--- config.mk ---
export PLATFORM = sky130hd
export DESIGN_NAME = icm_master
export DESIGN_NICKNAME = d
export VERILOG_FILES = /design/src/rtl/icm_phase_timer.v /design/src/rtl/icm_master.v
export VERILOG_INCLUDE_DIRS = /design/src /design/src/rtl
export SDC_FILE = /design/constraint.sdc
export NUM_CORES = 1
export LEC_CHECK = 0
export ABC_AREA = 1
export BUFFER_PORTS_ARGS = -buffer_cell sky130_fd_sc_hd__buf_2
export CAP_MARGIN = 25
export CORE_UTILIZATION = 45
export CTS_BUF_LIST = sky130_fd_sc_hd__clkbuf_4
export DETAILED_ROUTE_END_ITERATION = 16
export GPL_TIMING_DRIVEN = 0
export PLACE_DENSITY = 0.76
export SYNTH_ARGS = -nofsm -noshare
export SYNTH_HDL_FRONTEND = slang
export SYNTH_SLANG_ARGS = --single-unit
--- constraint.sdc ---
create_clock -name clk -period 6.11 [get_ports clk]
set_input_delay 0.3055 -clock clk [delete_from_list [all_inputs] [get_ports clk]]
set_output_delay 0.3055 -clock clk [all_outputs]
set_load 0.01 [all_outputs]
--- src/rtl/icm_regs.vh ---
// register map, field positions, codes and timing counts of the i2c master
// assumes a 125 mhz system clock and word-aligned avalon byte addresses
`ifndef ICM_REGS_VH
`define ICM_REGS_VH

// register byte offsets
`define ICM_OFS_PERIOD   5'h00
`define ICM_OFS_CMD      5'h04
`define ICM_OFS_STATE    5'h08
`define ICM_OFS_ADDR     5'h0C
`define ICM_OFS_RXD      5'h10
`define ICM_OFS_TXD      5'h14
`define ICM_OFS_EVT      5'h18
`define ICM_OFS_MASK     5'h1C

// reset values
`define ICM_RST_PERIOD   8'h00
`define ICM_RST_STATE    8'h00
`define ICM_RST_BYTE     8'h00
`define ICM_RST_EVT      2'h0

// command bit positions
`define ICM_CMD_START    5
`define ICM_CMD_STOP     4
`define ICM_CMD_ADDR     3
`define ICM_CMD_SEND     2
`define ICM_CMD_RX_ACK   1
`define ICM_CMD_RX_NACK  0

// address register field
`define ICM_ADDR_RNW     0

// event register fields
`define ICM_EVT_DONE     0
`define ICM_EVT_ERR      1
`define ICM_EVT_BUSY     2

// whole-byte transfer state codes
`define ICM_ST_IDLE      8'h00
`define ICM_ST_START     8'h01
`define ICM_ST_RSTART    8'h02
`define ICM_ST_WA_ACK    8'h34
`define ICM_ST_RA_ACK    8'h2C
`define ICM_ST_WA_NACK   8'h54
`define ICM_ST_RA_NACK   8'h4C
`define ICM_ST_A_ERR     8'hE4
`define ICM_ST_RD_ACK    8'h48
`define ICM_ST_RD_NACK   8'h28
`define ICM_ST_WD_ACK    8'h30
`define ICM_ST_WD_NACK   8'h50
`define ICM_ST_WD_ERR    8'hF0
`define ICM_ST_GEN_ERR   8'hFF

// timing: one microsecond of bit time in system clocks
`define ICM_CLK_MHZ      125
`define ICM_CYC_PER_US   15'd125

`endif

--- src/rtl/icm_phase_timer.v ---
// quarter-bit tick generator for the i2c bit engine
// assumes period in microseconds, stalled by hold while scl is stretched
`timescale 1ns/1ns
`include "icm_regs.vh"

module icm_phase_timer #(
  parameter CYC_PER_US = `ICM_CYC_PER_US
) (
  input  wire       clk,
  input  wire       nrst,
  input  wire [7:0] period,
  input  wire       run,
  input  wire       hold,
  output wire       tick
);

  reg  [14:0] count;
  wire [22:0] full;
  wire [14:0] quarter;

  // four phases per bit, remainder of the quarter split is dropped
  assign full    = period * CYC_PER_US;
  assign quarter = full[16:2];
  assign tick    = run && !hold && (count >= quarter - 15'd1);

  always @(posedge clk) begin
    if (!nrst || !run) begin
      count <= 15'h0000;
    end else if (!hold) begin
      if (tick) begin
        count <= 15'h0000;
      end else begin
        count <= count + 15'd1;
      end
    end
  end

endmodule

--- src/rtl/icm_master.v ---
// command driven i2c master with avalon-mm register slave
// assumes open-drain scl/sda resolved outside; pins arrive asynchronous
//
// What this block does
// [RULE1] bit time is period setting microseconds, zero stops
// [RULE2] six one-hot commands, start and stop bits
// [RULE3] address command sends address with direction bit
// [RULE4] send command transmits the transmit byte
// [RULE5] receive with ack, or receive with nack
// [RULE6] status byte bits error, nack, ack, modes, starts
// [RULE7] start command completion sets start status
// [RULE8] address or data completion shown in bits 2-6
// [RULE9] software sends stop after an error
// [RULE10] start and address phase status codes
// [RULE11] data phase status codes
// [RULE12] address register: address high, direction bit 0
// [RULE13] received byte holds last read byte
// [RULE14] transmit byte feeds the next send command
// [RULE15] software orders period, start, address, data, stop
// [RULE16] start mid-transfer gives repeated start
// [RULE17] error held until stop, stop returns idle
//
// Design decisions made here: the placing of the registers and register access over Avalon-MM.
`timescale 1ns/1ns
`include "icm_regs.vh"

module icm_master (
  input  wire        clk,
  input  wire        nrst,
  input  wire [4:0]  avs_address,
  input  wire        avs_read,
  input  wire        avs_write,
  input  wire [31:0] avs_writedata,
  output reg  [31:0] avs_readdata,
  output reg         avs_waitrequest,
  output reg         irq,
  input  wire        scl_i,
  output reg         scl_o,
  output reg         scl_oe,
  input  wire        sda_i,
  output reg         sda_o,
  output reg         sda_oe
);

  localparam M_IDLE  = 2'd0;
  localparam M_START = 2'd1;
  localparam M_STOP  = 2'd2;
  localparam M_BYTE  = 2'd3;

  localparam K_ADDR  = 2'd0;
  localparam K_TX    = 2'd1;
  localparam K_RX    = 2'd2;

  // registers
  reg  [7:0] bit_period_setting;
  reg  [7:0] transfer_state;
  reg  [7:0] target_address_byte;
  reg  [7:0] received_byte;
  reg  [7:0] transmit_byte;
  reg  [1:0] evt;
  reg  [1:0] evt_mask;

  // engine
  reg  [1:0] mode;
  reg  [1:0] kind;
  reg  [1:0] ph;
  reg  [3:0] bitn;
  reg  [7:0] shreg;
  reg        send_ack;
  reg        lost;
  reg        nack_seen;
  reg        started;
  reg        err_hold;
  reg        done_pulse;
  reg        err_pulse;

  // pin synchronisers
  reg  [1:0] scl_sync;
  reg  [1:0] sda_sync;
  wire       scl_s = scl_sync[1];
  wire       sda_s = sda_sync[1];

  wire       acc     = (avs_read || avs_write) && !avs_waitrequest;
  wire       wr_acc  = acc && avs_write;
  wire       busy    = (mode != M_IDLE);
  wire       read_not_write_flag = target_address_byte[`ICM_ADDR_RNW];
  wire [7:0] cmd     = avs_writedata[7:0];
  wire       cmd_wr  = wr_acc && (avs_address == `ICM_OFS_CMD);
  // commands are dropped while a phase runs or the bus is disabled
  wire       cmd_ok  = cmd_wr && !busy &&
                       (bit_period_setting != 8'h00);  // [RULE1]
  wire       tick;
  // scl released by us but still low: slave is stretching
  wire       hold    = busy && !scl_oe && !scl_s;

  function onehot6;
    input [5:0] v;
    begin
      onehot6 = (v != 6'h00) && ((v & (v - 6'h01)) == 6'h00);
    end
  endfunction

  function [31:0] rd_mux;
    input [4:0] a;
    begin
      case (a)
        `ICM_OFS_PERIOD: rd_mux = {24'h00_0000, bit_period_setting};
        `ICM_OFS_STATE:  rd_mux = {24'h00_0000, transfer_state};
        `ICM_OFS_ADDR:   rd_mux = {24'h00_0000, target_address_byte};
        `ICM_OFS_RXD:    rd_mux = {24'h00_0000, received_byte};
        `ICM_OFS_TXD:    rd_mux = {24'h00_0000, transmit_byte};
        `ICM_OFS_EVT:    rd_mux = {29'h0000_0000, busy, evt};
        `ICM_OFS_MASK:   rd_mux = {30'h0000_0000, evt_mask};
        default:         rd_mux = 32'h0000_0000;
      endcase
    end
  endfunction

  icm_phase_timer #(
    .CYC_PER_US (`ICM_CYC_PER_US)
  ) u_timer (
    .clk    (clk),
    .nrst   (nrst),
    .period (bit_period_setting),
    .run    (busy),
    .hold   (hold),
    .tick   (tick)
  );

  always @(posedge clk) begin
    if (!nrst) begin
      scl_sync <= 2'b11;
      sda_sync <= 2'b11;
    end else begin
      scl_sync <= {scl_sync[0], scl_i};
      sda_sync <= {sda_sync[0], sda_i};
    end
  end

  // avalon slave: waitrequest drops one cycle after the request
  always @(posedge clk) begin
    if (!nrst) begin
      avs_waitrequest <= 1'b1;
      avs_readdata    <= 32'h0000_0000;
    end else if ((avs_read || avs_write) && avs_waitrequest) begin
      avs_waitrequest <= 1'b0;
      avs_readdata    <= rd_mux(avs_address);
    end else begin
      avs_waitrequest <= 1'b1;
    end
  end

  // software-owned registers
  always @(posedge clk) begin
    if (!nrst) begin
      bit_period_setting  <= `ICM_RST_PERIOD;
      target_address_byte <= `ICM_RST_BYTE;
      transmit_byte       <= `ICM_RST_BYTE;
      evt_mask            <= `ICM_RST_EVT;
    end else if (wr_acc) begin
      case (avs_address)
        `ICM_OFS_PERIOD: bit_period_setting  <= cmd;  // [RULE1]
        `ICM_OFS_ADDR:   target_address_byte <= cmd;  // [RULE12]
        `ICM_OFS_TXD:    transmit_byte       <= cmd;  // [RULE14]
        `ICM_OFS_MASK:   evt_mask            <= avs_writedata[1:0];
        default:         evt_mask            <= evt_mask;
      endcase
    end
  end

  // sticky events, a new event beats a same-cycle clear
  always @(posedge clk) begin
    if (!nrst) begin
      evt <= `ICM_RST_EVT;
      irq <= 1'b0;
    end else begin
      if (wr_acc && avs_address == `ICM_OFS_EVT) begin
        evt <= (evt & ~avs_writedata[1:0]) | {err_pulse, done_pulse};
      end else begin
        evt <= evt | {err_pulse, done_pulse};
      end
      irq <= |(evt & evt_mask);
    end
  end

  // command decode and bit engine
  always @(posedge clk) begin
    if (!nrst) begin
      mode           <= M_IDLE;
      kind           <= K_ADDR;
      ph             <= 2'd0;
      bitn           <= 4'd0;
      shreg          <= 8'h00;
      send_ack       <= 1'b0;
      lost           <= 1'b0;
      nack_seen      <= 1'b0;
      started        <= 1'b0;
      err_hold       <= 1'b0;
      done_pulse     <= 1'b0;
      err_pulse      <= 1'b0;
      transfer_state <= `ICM_ST_IDLE;
      received_byte  <= `ICM_RST_BYTE;
      scl_o          <= 1'b0;
      sda_o          <= 1'b0;
      scl_oe         <= 1'b0;
      sda_oe         <= 1'b0;
    end else begin
      done_pulse <= 1'b0;
      err_pulse  <= 1'b0;
      if (cmd_ok && cmd[7:6] == 2'b00 && cmd[5:0] != 6'h00) begin
        ph   <= 2'd0;
        bitn <= 4'd0;
        lost <= 1'b0;
        if (!onehot6(cmd[5:0])) begin
          // more than one command bit at once
          transfer_state <= `ICM_ST_GEN_ERR;  // [RULE11]
          err_hold       <= 1'b1;
          err_pulse      <= 1'b1;
        end else if (cmd[`ICM_CMD_STOP]) begin
          mode <= M_STOP;  // [RULE2]
        end else if (err_hold) begin
          // only a stop leaves the error state
          transfer_state <= transfer_state;  // [RULE17]
        end else if (cmd[`ICM_CMD_START]) begin
          mode <= M_START;  // [RULE2] [RULE16]
        end else if (!started) begin
          // byte commands need a start condition first
          transfer_state <= `ICM_ST_GEN_ERR;
          err_hold       <= 1'b1;
          err_pulse      <= 1'b1;
        end else if (cmd[`ICM_CMD_ADDR]) begin
          mode  <= M_BYTE;
          kind  <= K_ADDR;
          shreg <= target_address_byte;  // [RULE3]
        end else if (cmd[`ICM_CMD_SEND]) begin
          mode  <= M_BYTE;
          kind  <= K_TX;
          shreg <= transmit_byte;  // [RULE4]
        end else begin
          mode     <= M_BYTE;
          kind     <= K_RX;
          send_ack <= cmd[`ICM_CMD_RX_ACK];  // [RULE5]
        end
      end else if (tick) begin
        ph <= ph + 2'd1;
        case (mode)
          M_START: begin
            case (ph)
              2'd0: sda_oe <= 1'b0;
              2'd1: scl_oe <= 1'b0;
              2'd2: sda_oe <= 1'b1;
              default: begin
                scl_oe     <= 1'b1;
                mode       <= M_IDLE;
                started    <= 1'b1;
                done_pulse <= 1'b1;
                transfer_state <= started ? `ICM_ST_RSTART
                                          : `ICM_ST_START;  // [RULE7]
              end
            endcase
          end
          M_STOP: begin
            case (ph)
              2'd0: sda_oe <= 1'b1;
              2'd1: scl_oe <= 1'b0;
              2'd2: sda_oe <= 1'b0;
              default: begin
                mode           <= M_IDLE;
                started        <= 1'b0;
                err_hold       <= 1'b0;  // [RULE17]
                done_pulse     <= 1'b1;
                transfer_state <= `ICM_ST_IDLE;  // [RULE10]
              end
            endcase
          end
          M_BYTE: begin
            case (ph)
              2'd0: begin
                if (bitn == 4'd8) begin
                  sda_oe <= (kind == K_RX) && send_ack;  // [RULE5]
                end else begin
                  sda_oe <= (kind != K_RX) && !shreg[7];
                end
              end
              2'd1: scl_oe <= 1'b0;
              2'd2: begin
                if (bitn == 4'd8) begin
                  nack_seen <= sda_s;
                end else if (kind == K_RX) begin
                  shreg <= {shreg[6:0], sda_s};
                end else if (shreg[7] && !sda_s) begin
                  // released a one but the line stayed low
                  lost <= 1'b1;
                end
              end
              default: begin
                scl_oe <= 1'b1;
                if (bitn != 4'd8) begin
                  bitn <= bitn + 4'd1;
                  if (kind != K_RX) begin
                    shreg <= {shreg[6:0], 1'b0};
                  end
                end else begin
                  // sda kept: releasing it as scl falls breaks data hold
                  mode       <= M_IDLE;
                  done_pulse <= 1'b1;
                  err_pulse  <= lost;
                  err_hold   <= lost;
                end
              end
            endcase
          end
          default: ph <= 2'd0;
        endcase
      end else if (mode == M_IDLE && done_pulse && kind == K_RX &&
                   transfer_state != `ICM_ST_IDLE && bitn == 4'd8) begin
        bitn <= 4'd0;
      end
      // completion codes once a byte phase has ended
      if (tick && mode == M_BYTE && ph == 2'd3 && bitn == 4'd8) begin
        case (kind)
          K_ADDR: begin
            if (lost) begin
              transfer_state <= `ICM_ST_A_ERR;  // [RULE10]
            end else if (nack_seen) begin
              transfer_state <= read_not_write_flag ? `ICM_ST_RA_NACK
                                                    : `ICM_ST_WA_NACK;
            end else begin
              transfer_state <= read_not_write_flag ? `ICM_ST_RA_ACK
                                                    : `ICM_ST_WA_ACK;
            end  // [RULE8]
          end
          K_TX: begin
            if (lost) begin
              transfer_state <= `ICM_ST_WD_ERR;  // [RULE11]
            end else if (nack_seen) begin
              transfer_state <= `ICM_ST_WD_NACK;
            end else begin
              transfer_state <= `ICM_ST_WD_ACK;  // [RULE8]
            end
          end
          default: begin
            received_byte  <= shreg;  // [RULE13]
            transfer_state <= send_ack ? `ICM_ST_RD_ACK
                                       : `ICM_ST_RD_NACK;  // [RULE11]
          end
        endcase
      end
    end
  end

  // status bit meaning is carried by the codes above  [RULE6]

endmodule

==> impl_results.md, run 1 <==
* Post-route minimum period at 6006 ps
* Total power at around 1200 µW
* First-iteration detailed-routing DRC count at 424
* Worst Reg-to-Reg Cells at 31
* PortBufs at 27
* Vias per inst at 5.157
* Synth cell types at 47
* Synth-to-layout area growth at 16.79%
* Relative slew slack at 0.5215
* Inst Count DP at roughly 1.3k
* Die footprint at 16770 µm²
* Die Span Y at 129.5 µm
* Outcome: completed
* Post-Syn Area at 7316 µm²
* Initial antenna violation count at 0
* Worst IR drop on VDD at 0.1518 mV
* Synthesized flop and latch total at 100
* Drt drc at 0
* Endpoints failing setup at 0
* Top cell type's share of synthesized area at 0.2736
* GPL Wtd Cong at 0.9444
* Post-Syn Instances at 1015
* Top_reg_cell synth: dfxtp_1
* Pins Over Slew Limit at 0
* Reg2Reg Setup Slack at between 100 and 150 ps
* Pwr dens at 139.7 nW/µm²
* Largest cells by area after synthesis: dfxtp_1, ha_1, nand2_1, inv_1, o21ai_0
* Detailed-route wire length per cell at roughly 14 µm
* Worst Path Max Fanout at 6
* Layout cells sized above 1 at 0.1960
* F_max at 166.5 MHz
* Core area at ~16000 µm²
* Root buf cell: clkbuf_4
* Clock skew at 37.83 ps
* Nets@finish at roughly 1.2k
* Total number of vias at ~6.8k
* Vias in the first global route at 6110
* CTS max path bufs at 2
* Number of synthesized flops with an enable pin at 0
* First-pass GRT wire length at 29.32 mm
* Slowest CP cell: fa_2
* Hold WC Path Type: input pin to register
* Final Util at 0.5379
* Chip width at roughly 130 µm
* Pin count of the biggest net entering global routing at 20
* Layout Cells excl Fill at ~1.3k
* R2R Path End: transfer_state[3]
* CP Data Arrival Time at 6430 ps
* FF-to-FF Start: bit_period_setting[1]
* Final hold viol count at 0
* Syn_area_per_cell at 7.208 µm²
* Cts bufs inserted at 9
* CP max stage delay at 610 ps
* Max_cap viols at 0
* Worst Max-Slew Pin Slew at a little over 700 ps
* Rows at between 40 and 50
* Worst setup path startpoint: bit_period_setting[1]
* Initial Utilization at 0.4605
* Hold_sp: avs_writedata[7]
* Post-DP HPWL at 14.14 mm
* Setup_tns at 0 ps
* Yosys warns at 0
* Antenna Nets Post-Route at 0
* I/O pin total at 81
* Initial DRT Pass Iterations at 5
* CTS Sinks at 100
* P_leak at approximately 0.004 µW
* Startpoint Class: register
* CTS tree: built
* Ys async rst share at 0
* Hold_ws at 112.8 ps
* Tcrit/Tclk final at 0.9830
* H-tree depth at 3
* Crit path to: transfer_state[3]
* Critical path type: register to register
* CP Capture Type: register
* Yosys top cell by area: dfxtp_1
* Final global-route overflow total at 0
* Worst-skew pair later-pin latency at 510 ps
* Antenna cells at 0
* Routed WL at 18.77 mm
* Filler cells at 1511
* Total track usage at 0.2229
* Reg clk slew, reported paths at 200 ps
* CP Data Required Time at 6530 ps
* Most common cell on crit path: nand2_1
* Seq/Total Area, Yosys at 0.2736
## where the power goes
part / total [µW] / internal (µW) / leakage (µW) / switching (µW)
clock network: 399 / 136 / 0.0000829 / 263
logic: 140 / 54.0 / 0.00314 / 85.9
registers: 655 / 653 / 0.000812 / 1.86
total: 1190 / 843 / 0.00404 / 351
## worst min-delay path by stage
| stage | depth (start not counted) | to | slack (ps) |
|---|---|---|---|
| after floorplan | 1 | scl_sync[1] | 390 |
| after global placement | 1 | sda_sync[1] | 400 |
| after detailed placement | 1 | scl_sync[1] | 400 |
| after CTS | 3 | send_ack | 90 |
| after global routing | 3 | transmit_byte[7] | 90 |
| final | 3 | transmit_byte[7] | 110 |
## per-stage QoR
stage	worst slack (ps)	cell area, µm²
global route	-158.0	8544
floorplan	609.8	7410
detailed placement	-229.1	7815
finish	103.9	8544
CTS	8.242	8019
global placement	-108.9	7815
## what timing repair did
| action | 4_1_cts | 5_1_grt |
|---|---|---|
| setup endpoints to repair | 33 | 52 |
| buffers inserted | 0 | 20 |
| cloned | 0 | 2 |
| pin swaps | 0 | 35 |
| hold buffers | 2 | 0 |
| hold endpoints to repair | 2 | 0 |
| resized for setup | 10 | 86 |
## worst max-delay path, delay by kind of cell, from the launching register on
kind                       cells  cell delay (ps)
adders and majority gates      6             2460
and+or+nand+nor               16             1810
buffers and inverters          5              530
DFF                            1              400
xor gates and xnor gates       2              400
AOI/OAI and AO/OA              2              360
## state kept, by name (all words and copies together), names as in the netlist, 4 cells and up
signal               count
received_byte            8
bitn                     4
transfer_state           8
u_timer.count           15
target_address_byte      8
shreg                    8
avs_readdata             8
bit_period_setting       8
transmit_byte            8
## cell type report
type | instances | area, µm² | share of cell area
multi-input combinational | 755 | 4931 | 0.5771
sequential | 100 | 2027 | 0.2372
inverter | 142 | 548.0 | 0.06414
timing repair buffer | 50 | 312.8 | 0.03661
buffer | 44 | 299.0 | 0.03500
tap | 216 | 270.3 | 0.03163
clock inverter | 7 | 88.84 | 0.01040
clock buffer | 9 | 67.56 | 0.007907
## Yosys cell counts (2+ instances only)
library cell  instances
nand2_1             177
inv_1               135
nor2_1              111
dfxtp_1             100
o21ai_0              96
a21oi_1              72
ha_1                 70
nand3_1              46
buf_4                26
fa_1                 21
xor2_1               21
nand4_1              16
nand2_2              12
nor3_1               11
clkbuf_1              8
xnor2_1               8
nor2_2                7
o211ai_1              7
buf_2                 6
a21oi_2               5
inv_2                 5
nor3b_1               5
nor4_1                5
or2_2                 5
a31oi_1               4
o221ai_1              4
buf_6                 3
o21bai_1              3
a21o_1                2
a21oi_4               2
nand2_4               2
nand3_2               2
nand3b_1              2
nor2_4                2
o21ai_1               2
## routing by layer
layer	up-vias	GRT usage	wire (µm)
met5	-	0	0
met1	3149	0.2875	8172
li1	3431	-	-
met3	33	0.03840	1124
met4	0	0.07456	460
met2	210	0.3770	9013
## cell families after synthesis
family	Yosys count	synth area share
and+or+nand+nor	407	0.2494
xor gates and xnor gates	29	0.03472
other	1	0.0005126
buffers and inverters	186	0.1130
DFF	100	0.2736
AOI/OAI and AO/OA	201	0.1515
adders and majority gates	91	0.1772
## cells in the final DEF (no fill, tap or decap), drive strengths merged, types with 12 or more instances in the layout
master  Yosys  final
nand2     192    193
inv       140    142
nor2      120    120
dfxtp     100    100
o21ai      98     98
buf        36     84
a21oi      79     79
ha         70     70
nand3      49     49
conb        1     26
fa         21     21
xor2       21     21
clkbuf      8     17
nand4      16     16
nor3       12     12
(Power assumes the default switching activity.)
==> run 2, diff against run 1 <==
--- a/config.mk
+++ b/config.mk
@@ -10,7 +10,6 @@
 export BUFFER_PORTS_ARGS = -buffer_cell sky130_fd_sc_hd__buf_2
 export CAP_MARGIN = 25
 export CORE_UTILIZATION = 45
-export CTS_BUF_LIST = sky130_fd_sc_hd__clkbuf_4
 export DETAILED_ROUTE_END_ITERATION = 16
 export GPL_TIMING_DRIVEN = 0
 export PLACE_DENSITY = 0.76
==> run 2 against run 1 <==
Net effect:
- power is 18% higher
- largest power group unchanged
- clock power is 55% higher
- sequential power hardly changed
- die area stayed put
- hold slack better by 33 ps
- first-iteration DRC count is 11% higher
- design area is 1.5% higher
- largest cell class unchanged
==> impl_results.md, run 2 (synthesis results as in run 1) <==
* Die Span Y at 129.5 µm (unchanged)
* Largest register FFs at 15 (unchanged)
* Reg clk slew, reported paths at 70 ps (-130 ps)
* Biggest register: u_timer.count
* Highest metal used: met4
* Pwr dens at 162.4 nW/µm² (+16%)
* CP max stage delay at 540 ps (-70 ps)
* Chip width at 129.5 µm (unchanged)
* Critical path type: register to register
* Initial Utilization at 0.4605 (unchanged)
* Slowest CP cell: fa_1
* CP Capture Type: register
* I/O pin total at 81 (unchanged)
* Initial antenna violation count at 0 (unchanged)
* CP Data Required Time at 6390 ps (-140 ps)
* Layout cells sized above 1 at 0.1933 (-0.002740)
* Worst Max-Slew Pin Slew at 697.7 ps (-19.93 ps)
* Total number of vias at 6751 (-1.1%)
* Final hold viol count at 0 (unchanged)
* Startpoint Class: register
* Antenna cells at 0 (unchanged)
* Reg power frac at 0.464 (-0.085)
* Initial DRT Pass Iterations at 5 (unchanged)
* Worst IR drop on VDD at 0.1782 mV (+17%)
* Drt drc at 0 (unchanged)
* Cell-internal power at 1034 µW (+23%)
* CTS tree: built
* GPL Wtd Cong at 0.9444 (unchanged)
* P_sw at 374.3 µW (+6.8%)
* DP Area at 7815 µm² (unchanged)
* Root buf cell: clkbuf_16
* CTS max path bufs at 2 (unchanged)
* Met1 wire length at 8.413 mm (+2.9%)
* Post-CTS Hold Fix Bufs at 0 (-2)
* Sw Share at 0.2657 (-0.02795)
* Met3 wire len at 987 µm (-12%)
* Max_cap viols at 0 (unchanged)
* Final Util at 0.5460 (+0.008113)
* Total track usage at 0.2258 (+0.002901)
* Post-DP HPWL at 14.14 mm (unchanged)
* P_leak at 0.004094 µW (+1.4%)
* Setup_tns at 0 ps (unchanged)
* Core area at 15890 µm² (unchanged)
* Pins Over Slew Limit at 0 (unchanged)
* H-tree depth at 3 (unchanged)
* Post-route cell area at 8673 µm² (+1.5%)
* Cell family with most CP delay: adder cells
* Clk pwr share at 0.438 (+0.104)
* Vias per inst at 5.122 (-0.68%)
* Synth-to-layout area growth at 18.56%
* Hold WC Path Type: input pin to register
* Endpoints failing setup at 0 (unchanged)
* Commonest non-fill, non-tap cell in the layout: nand2_1
* Most frequent cells in the layout: nand2_1, inv_1, nor2_1, o21ai_0, dfxtp_1
* Routed WL at 18.88 mm (+0.58%)
* Antenna Nets Post-Route at 0 (unchanged)
* Vias in the first global route at 6155 (+0.74%)
* Detailed-route wire length per cell at 14.32 µm (+0.96%)
* PortBufs at 27 (unchanged)
* Nets@finish at 1231 (-0.40%)
* Die footprint at 16770 µm² (unchanged)
* Relative slew slack at 0.5348 (+0.01329)
* Clock skew at 15.28 ps (-22.55 ps)
* Tcrit/Tclk final at 0.9688 (-0.01416)
* Worst Path Max Fanout at 10 (+4)
* CTS Sinks at 100 (unchanged)
* CP Data Arrival Time at 6200 ps (-230 ps)
* Worst-skew pair later-pin latency at 360 ps (-150 ps)
* Final global-route overflow total at 0 (unchanged)
* Post-route minimum period at 5920 ps (-86.53 ps)
* First-pass GRT wire length at 29.68 mm (+1.2%)
* WL met2 at 8.897 mm (-1.3%)
* Rows at 46 (unchanged)
* Comb pwr share at 0.098 (-0.019)
* CP bufs+invs at 6 (+1)
* F_max at 168.9 MHz (+1.5%)
* Pin count of the biggest net entering global routing at 20 (unchanged)
* Cts bufs inserted at 9 (unchanged)
* First-iteration detailed-routing DRC count at 469 (+11%)
* Outcome: completed
[run 2: layer usage]
layer | GRT usage | vias up
met1 | 0.2884 | 3092
met4 | 0.08208 | 0
met5 | 0 | -
li1 | - | 3423
met2 | 0.3817 | 199
met3 | 0.03964 | 37
[run 2: power by group through the flow]
stage | Combinational (µW) | Sequential (µW) | Clock [µW]
after floorplan | 87.8 | 670 | 0
after global placement | 116 | 671 | 0
after detailed placement | 119 | 671 | 0
after CTS | 120 | 655 | 621
after global routing | 154 | 654 | 651
final | 139 | 653 | 617
[run 2: final timing paths]
check	cells after the start	slack [ps]	start	end
setup / recovery	30	190	bit_period_setting[3]	transfer_state[3]
hold / removal	2	150	scl_i	scl_sync[0]
setup reg to reg	30	190	bit_period_setting[3]	transfer_state[3]
hold reg to reg	1	420	sda_sync[0]	sda_sync[1]
[run 2: per-stage QoR]
| stage | total power (µW) | cells | setup WS (ps) | hold slack [ps] |
|---|---|---|---|---|
| 2_1_floorplan | 758.3 | 1040 | 609.8 | 392.5 |
| 3_3_place_gp | 787.1 | 1283 | -108.9 | 396.0 |
| 3_5_place_dp | 789.7 | 1283 | -229.1 | 404.7 |
| 4_1_cts | 1396 | 1299 | 23.63 | 143.8 |
| 5_1_grt | 1459 | 1318 | -178.9 | 144.9 |
| 6_report | 1409 | 1318 | 190.4 | 146.2 |
[run 2: final cells by class]
cell class	instances	area [µm²]
Sequential cell	100	2024
Multi-Input combinational cell	755	4947
Clock buffer	9	225.2
Clock inverter	7	88.84
Tap cell	216	270.3
Inverter	142	548.0
Timing Repair Buffer	45	270.3
Fill cell	1475	7212
Buffer	44	299.0
[run 2: timing repair]
item	in CTS	in global routing
pin swaps	0	34
setup buffers	0	18
hold endpoints to repair	0	0
resized for setup	11	85
endpoints found under the setup margin	36	55
cloned	0	1
[run 2: worst reg2reg max path: cells and delay by family (launching register included)]
kind                     cells  cell delay [ps]
AND/OR/NAND/NOR             13             1390
XOR/XNOR                     1              280
flip-flops                   1              390
adder cells (fa/ha/maj)      6             2320
buffers and inverters        6              730
AO/OA/AOI/OAI                4              760
==> run 3, diff against run 2 <==
--- a/config.mk
+++ b/config.mk
@@ -9,6 +9,7 @@
 export ABC_AREA = 1
 export BUFFER_PORTS_ARGS = -buffer_cell sky130_fd_sc_hd__buf_2
 export CAP_MARGIN = 25
+export CORE_ASPECT_RATIO = 2
 export CORE_UTILIZATION = 45
 export DETAILED_ROUTE_END_ITERATION = 16
 export GPL_TIMING_DRIVEN = 0
==> run 3 against run 2 <==
Net effect:
- clock skew down 7.5 ps
- hold slack got worse by 20 ps
- flip-flop and latch count is the same
- routed wire length up 11%
- design area fell by 0.68%
- combinational power is essentially flat
- critical path type unchanged
- power down 4.0%
- final cell count is 1.3% lower
- worst setup slack got worse by 46 ps
- critical path depth is the same
- sequential share of layout area increased by 0.22 points
==> impl_results.md, run 3 (synthesis results as in run 1) <==
* Drt drc at 0 (unchanged)
* Nets@finish at 1229 (-0.16%)
* Reg2Reg Setup Slack at 140 ps (-50 ps)
* Biggest register: u_timer.count
* Endpoints failing setup at 0 (unchanged)
* CP Data Required Time at 6410 ps (+20 ps)
* Hold depth at 2 (unchanged)
* Root buf cell: clkbuf_16
* Post-DP HPWL at 16.54 mm (+17%)
* Worst IR drop on VDD at 0.1433 mV (-20%)
* Initial DRT Pass Iterations at 5 (unchanged)
* Most frequent cells in the layout: nand2_1, inv_1, nor2_1, o21ai_0, dfxtp_1
* First-pass GRT wire length at 32.50 mm (+9.5%)
* F_max at 167.6 MHz (-0.77%)
* Core area at 15860 µm² (-0.16%)
* Vias in the first global route at 6815 (+11%)
* Initial antenna violation count at 0 (unchanged)
* Setup_tns at 0 ps (unchanged)
* GPL Wtd Cong at 1.041 (+10%)
* CP max stage delay at 610 ps (+70 ps)
* Worst-skew pair later-pin latency at 370 ps (about the same)
* Outcome: completed
* Reg clk slew, reported paths at 70 ps (about the same)
* Die footprint at 16800 µm² (+0.18%)
* Hold_sp: scl_i
* Final hold viol count at 0 (unchanged)
* Antenna Nets Post-Route at 0 (unchanged)
* Worst Path Max Fanout at 5 (-5)
* Post-route minimum period at 5965 ps (+45.82 ps)
* Pwr dens at 157.0 nW/µm² (-3.3%)
* CP Capture Type: register
* CTS max path bufs at 2 (unchanged)
* Post-route cell area at 8615 µm² (-0.68%)
* Detailed-route wire length per cell at 16.07 µm (+12%)
* Pin count of the biggest net entering global routing at 19 (-5.0%)
* Worst Max-Slew Pin Slew at 706.1 ps (+8.309 ps)
* Most common cell on crit path: nand3_2
* CTS Sinks at 100 (unchanged)
* Vias per inst at 5.295 (+3.4%)
* Cts bufs inserted at 9 (unchanged)
* Max_cap viols at 0 (unchanged)
* Startpoint Class: register
* Routed WL at 20.91 mm (+11%)
* Synth-to-layout area growth at 17.75%
* H-tree depth at 3 (unchanged)
* Chip width at 92.16 µm (-29%)
* Commonest non-fill, non-tap cell in the layout: nand2_1
* CP Data Arrival Time at 6270 ps (+70 ps)
* Final global-route overflow total at 0 (unchanged)
* DP Area at 7796 µm² (-0.24%)
* PortBufs at 27 (unchanged)
* I/O pin total at 81 (unchanged)
* FF-to-FF Start: bit_period_setting[1]
* Pins Over Slew Limit at 0 (unchanged)
* Post-CTS Hold Fix Bufs at 0 (unchanged)
* Total number of vias at 6889 (+2.0%)
* Critical path type: register to register
* Total track usage at 0.2538 (+0.02794)
* CTS tree: built
* R2R Path End: received_byte[2]
* Die Span Y at 182.3 µm (+41%)
* Hold Path Sink: scl_sync[0]
* Final Util at 0.5432 (-0.002804)
* Slowest CP cell: fa_2
* Clock skew at 7.736 ps (-7.545 ps)
* Hold WC Path Type: input pin to register
* Worst Reg-to-Reg Cells at 30 (unchanged)
* Layout cells sized above 1 at 0.1909 (-0.002376)
* Relative slew slack at 0.5243 (-0.01051)
* Initial Utilization at 0.4613 (+0.0007630)
* Rows at 65 (+41%)
* Antenna cells at 0 (unchanged)
* Filler cells at 1515 (+2.7%)
* Largest register FFs at 15 (unchanged)
* Tcrit/Tclk final at 0.9763 (+0.007500)
* First-iteration detailed-routing DRC count at 392 (-16%)
* P_leak at 0.004039 µW (-1.4%)
==> run 3: area by class of cell <==
cell class / count / area [µm²] / area share
buffer: 44 / 299.0 / 0.03471
clock buffer: 9 / 225.2 / 0.02614
clock inverter: 7 / 60.06 / 0.006972
inverter: 142 / 540.5 / 0.06275
multi-input combinational: 754 / 4945 / 0.5740
sequential: 100 / 2029 / 0.2356
tap: 201 / 251.5 / 0.02919
timing repair buffer: 44 / 264.0 / 0.03065
==> run 3: power breakdown <==
| group | internal (µW) | total, µW | switching (µW) | leakage, µW |
|---|---|---|---|---|
| registers | 651 | 653 | 2.22 | 0.000813 |
| logic | 51.9 | 138 | 86.3 | 0.00309 |
| clock network | 282 | 561 | 280 | 0.000139 |
| total | 984 | 1350 | 368 | 0.00404 |
==> run 3: repair_timing <==
item                                    4_1_cts  5_1_grt
endpoints found under the setup margin       50       53
cloned                                        0        1
gates resized for setup                      24       72
pin swaps                                     3       40
setup buffers                                 3       13
==> run 3: critical path: cells and delay by family (launching register included) <==
kind / cells / cell delay, ps
xor+xnor: 2 / 390
flops: 1 / 370
compound gates: 2 / 260
buf+inv: 5 / 400
fa+ha+maj: 6 / 2440
simple gates: 15 / 2040
==> run 3: worst max-delay path by stage <==
stage | end | start | slack [ps] | cells past startpoint
floorplan | transfer_state[5] | bit_period_setting[1] | 610 | 33
global placement | received_byte[7] | bit_period_setting[1] | -440 | 26
detailed placement | received_byte[0] | bit_period_setting[3] | -520 | 26
CTS | transfer_state[4] | bit_period_setting[0] | -10 | 28
global route | received_byte[2] | bit_period_setting[1] | -180 | 30
finish | received_byte[2] | bit_period_setting[1] | 140 | 30
==> run 3: per-layer routing <==
| metal | global-route usage | vias to the layer above | wire [µm] |
|---|---|---|---|
| li1 | - | 3405 | - |
| met1 | 0.2145 | 3144 | 6971 |
| met2 | 0.4937 | 241 | 11320 |
| met3 | 0.04083 | 99 | 837 |
| met4 | 0.2163 | 0 | 1779 |
| met5 | 0 | - | 0 |
==> run 3: stage by stage <==
stage / power (µW) / std cells / setup WS [ps] / hold WS, ps
2_1_floorplan: 758.3 / 1040 / 609.8 / 392.5
3_3_place_gp: 790.4 / 1268 / -443.6 / 393.5
3_5_place_dp: 793.6 / 1268 / -521.2 / 401.4
4_1_cts: 1344 / 1287 / -10.56 / 120.9
5_1_grt: 1399 / 1301 / -178.3 / 129.1
6_report: 1352 / 1301 / 144.6 / 126.3
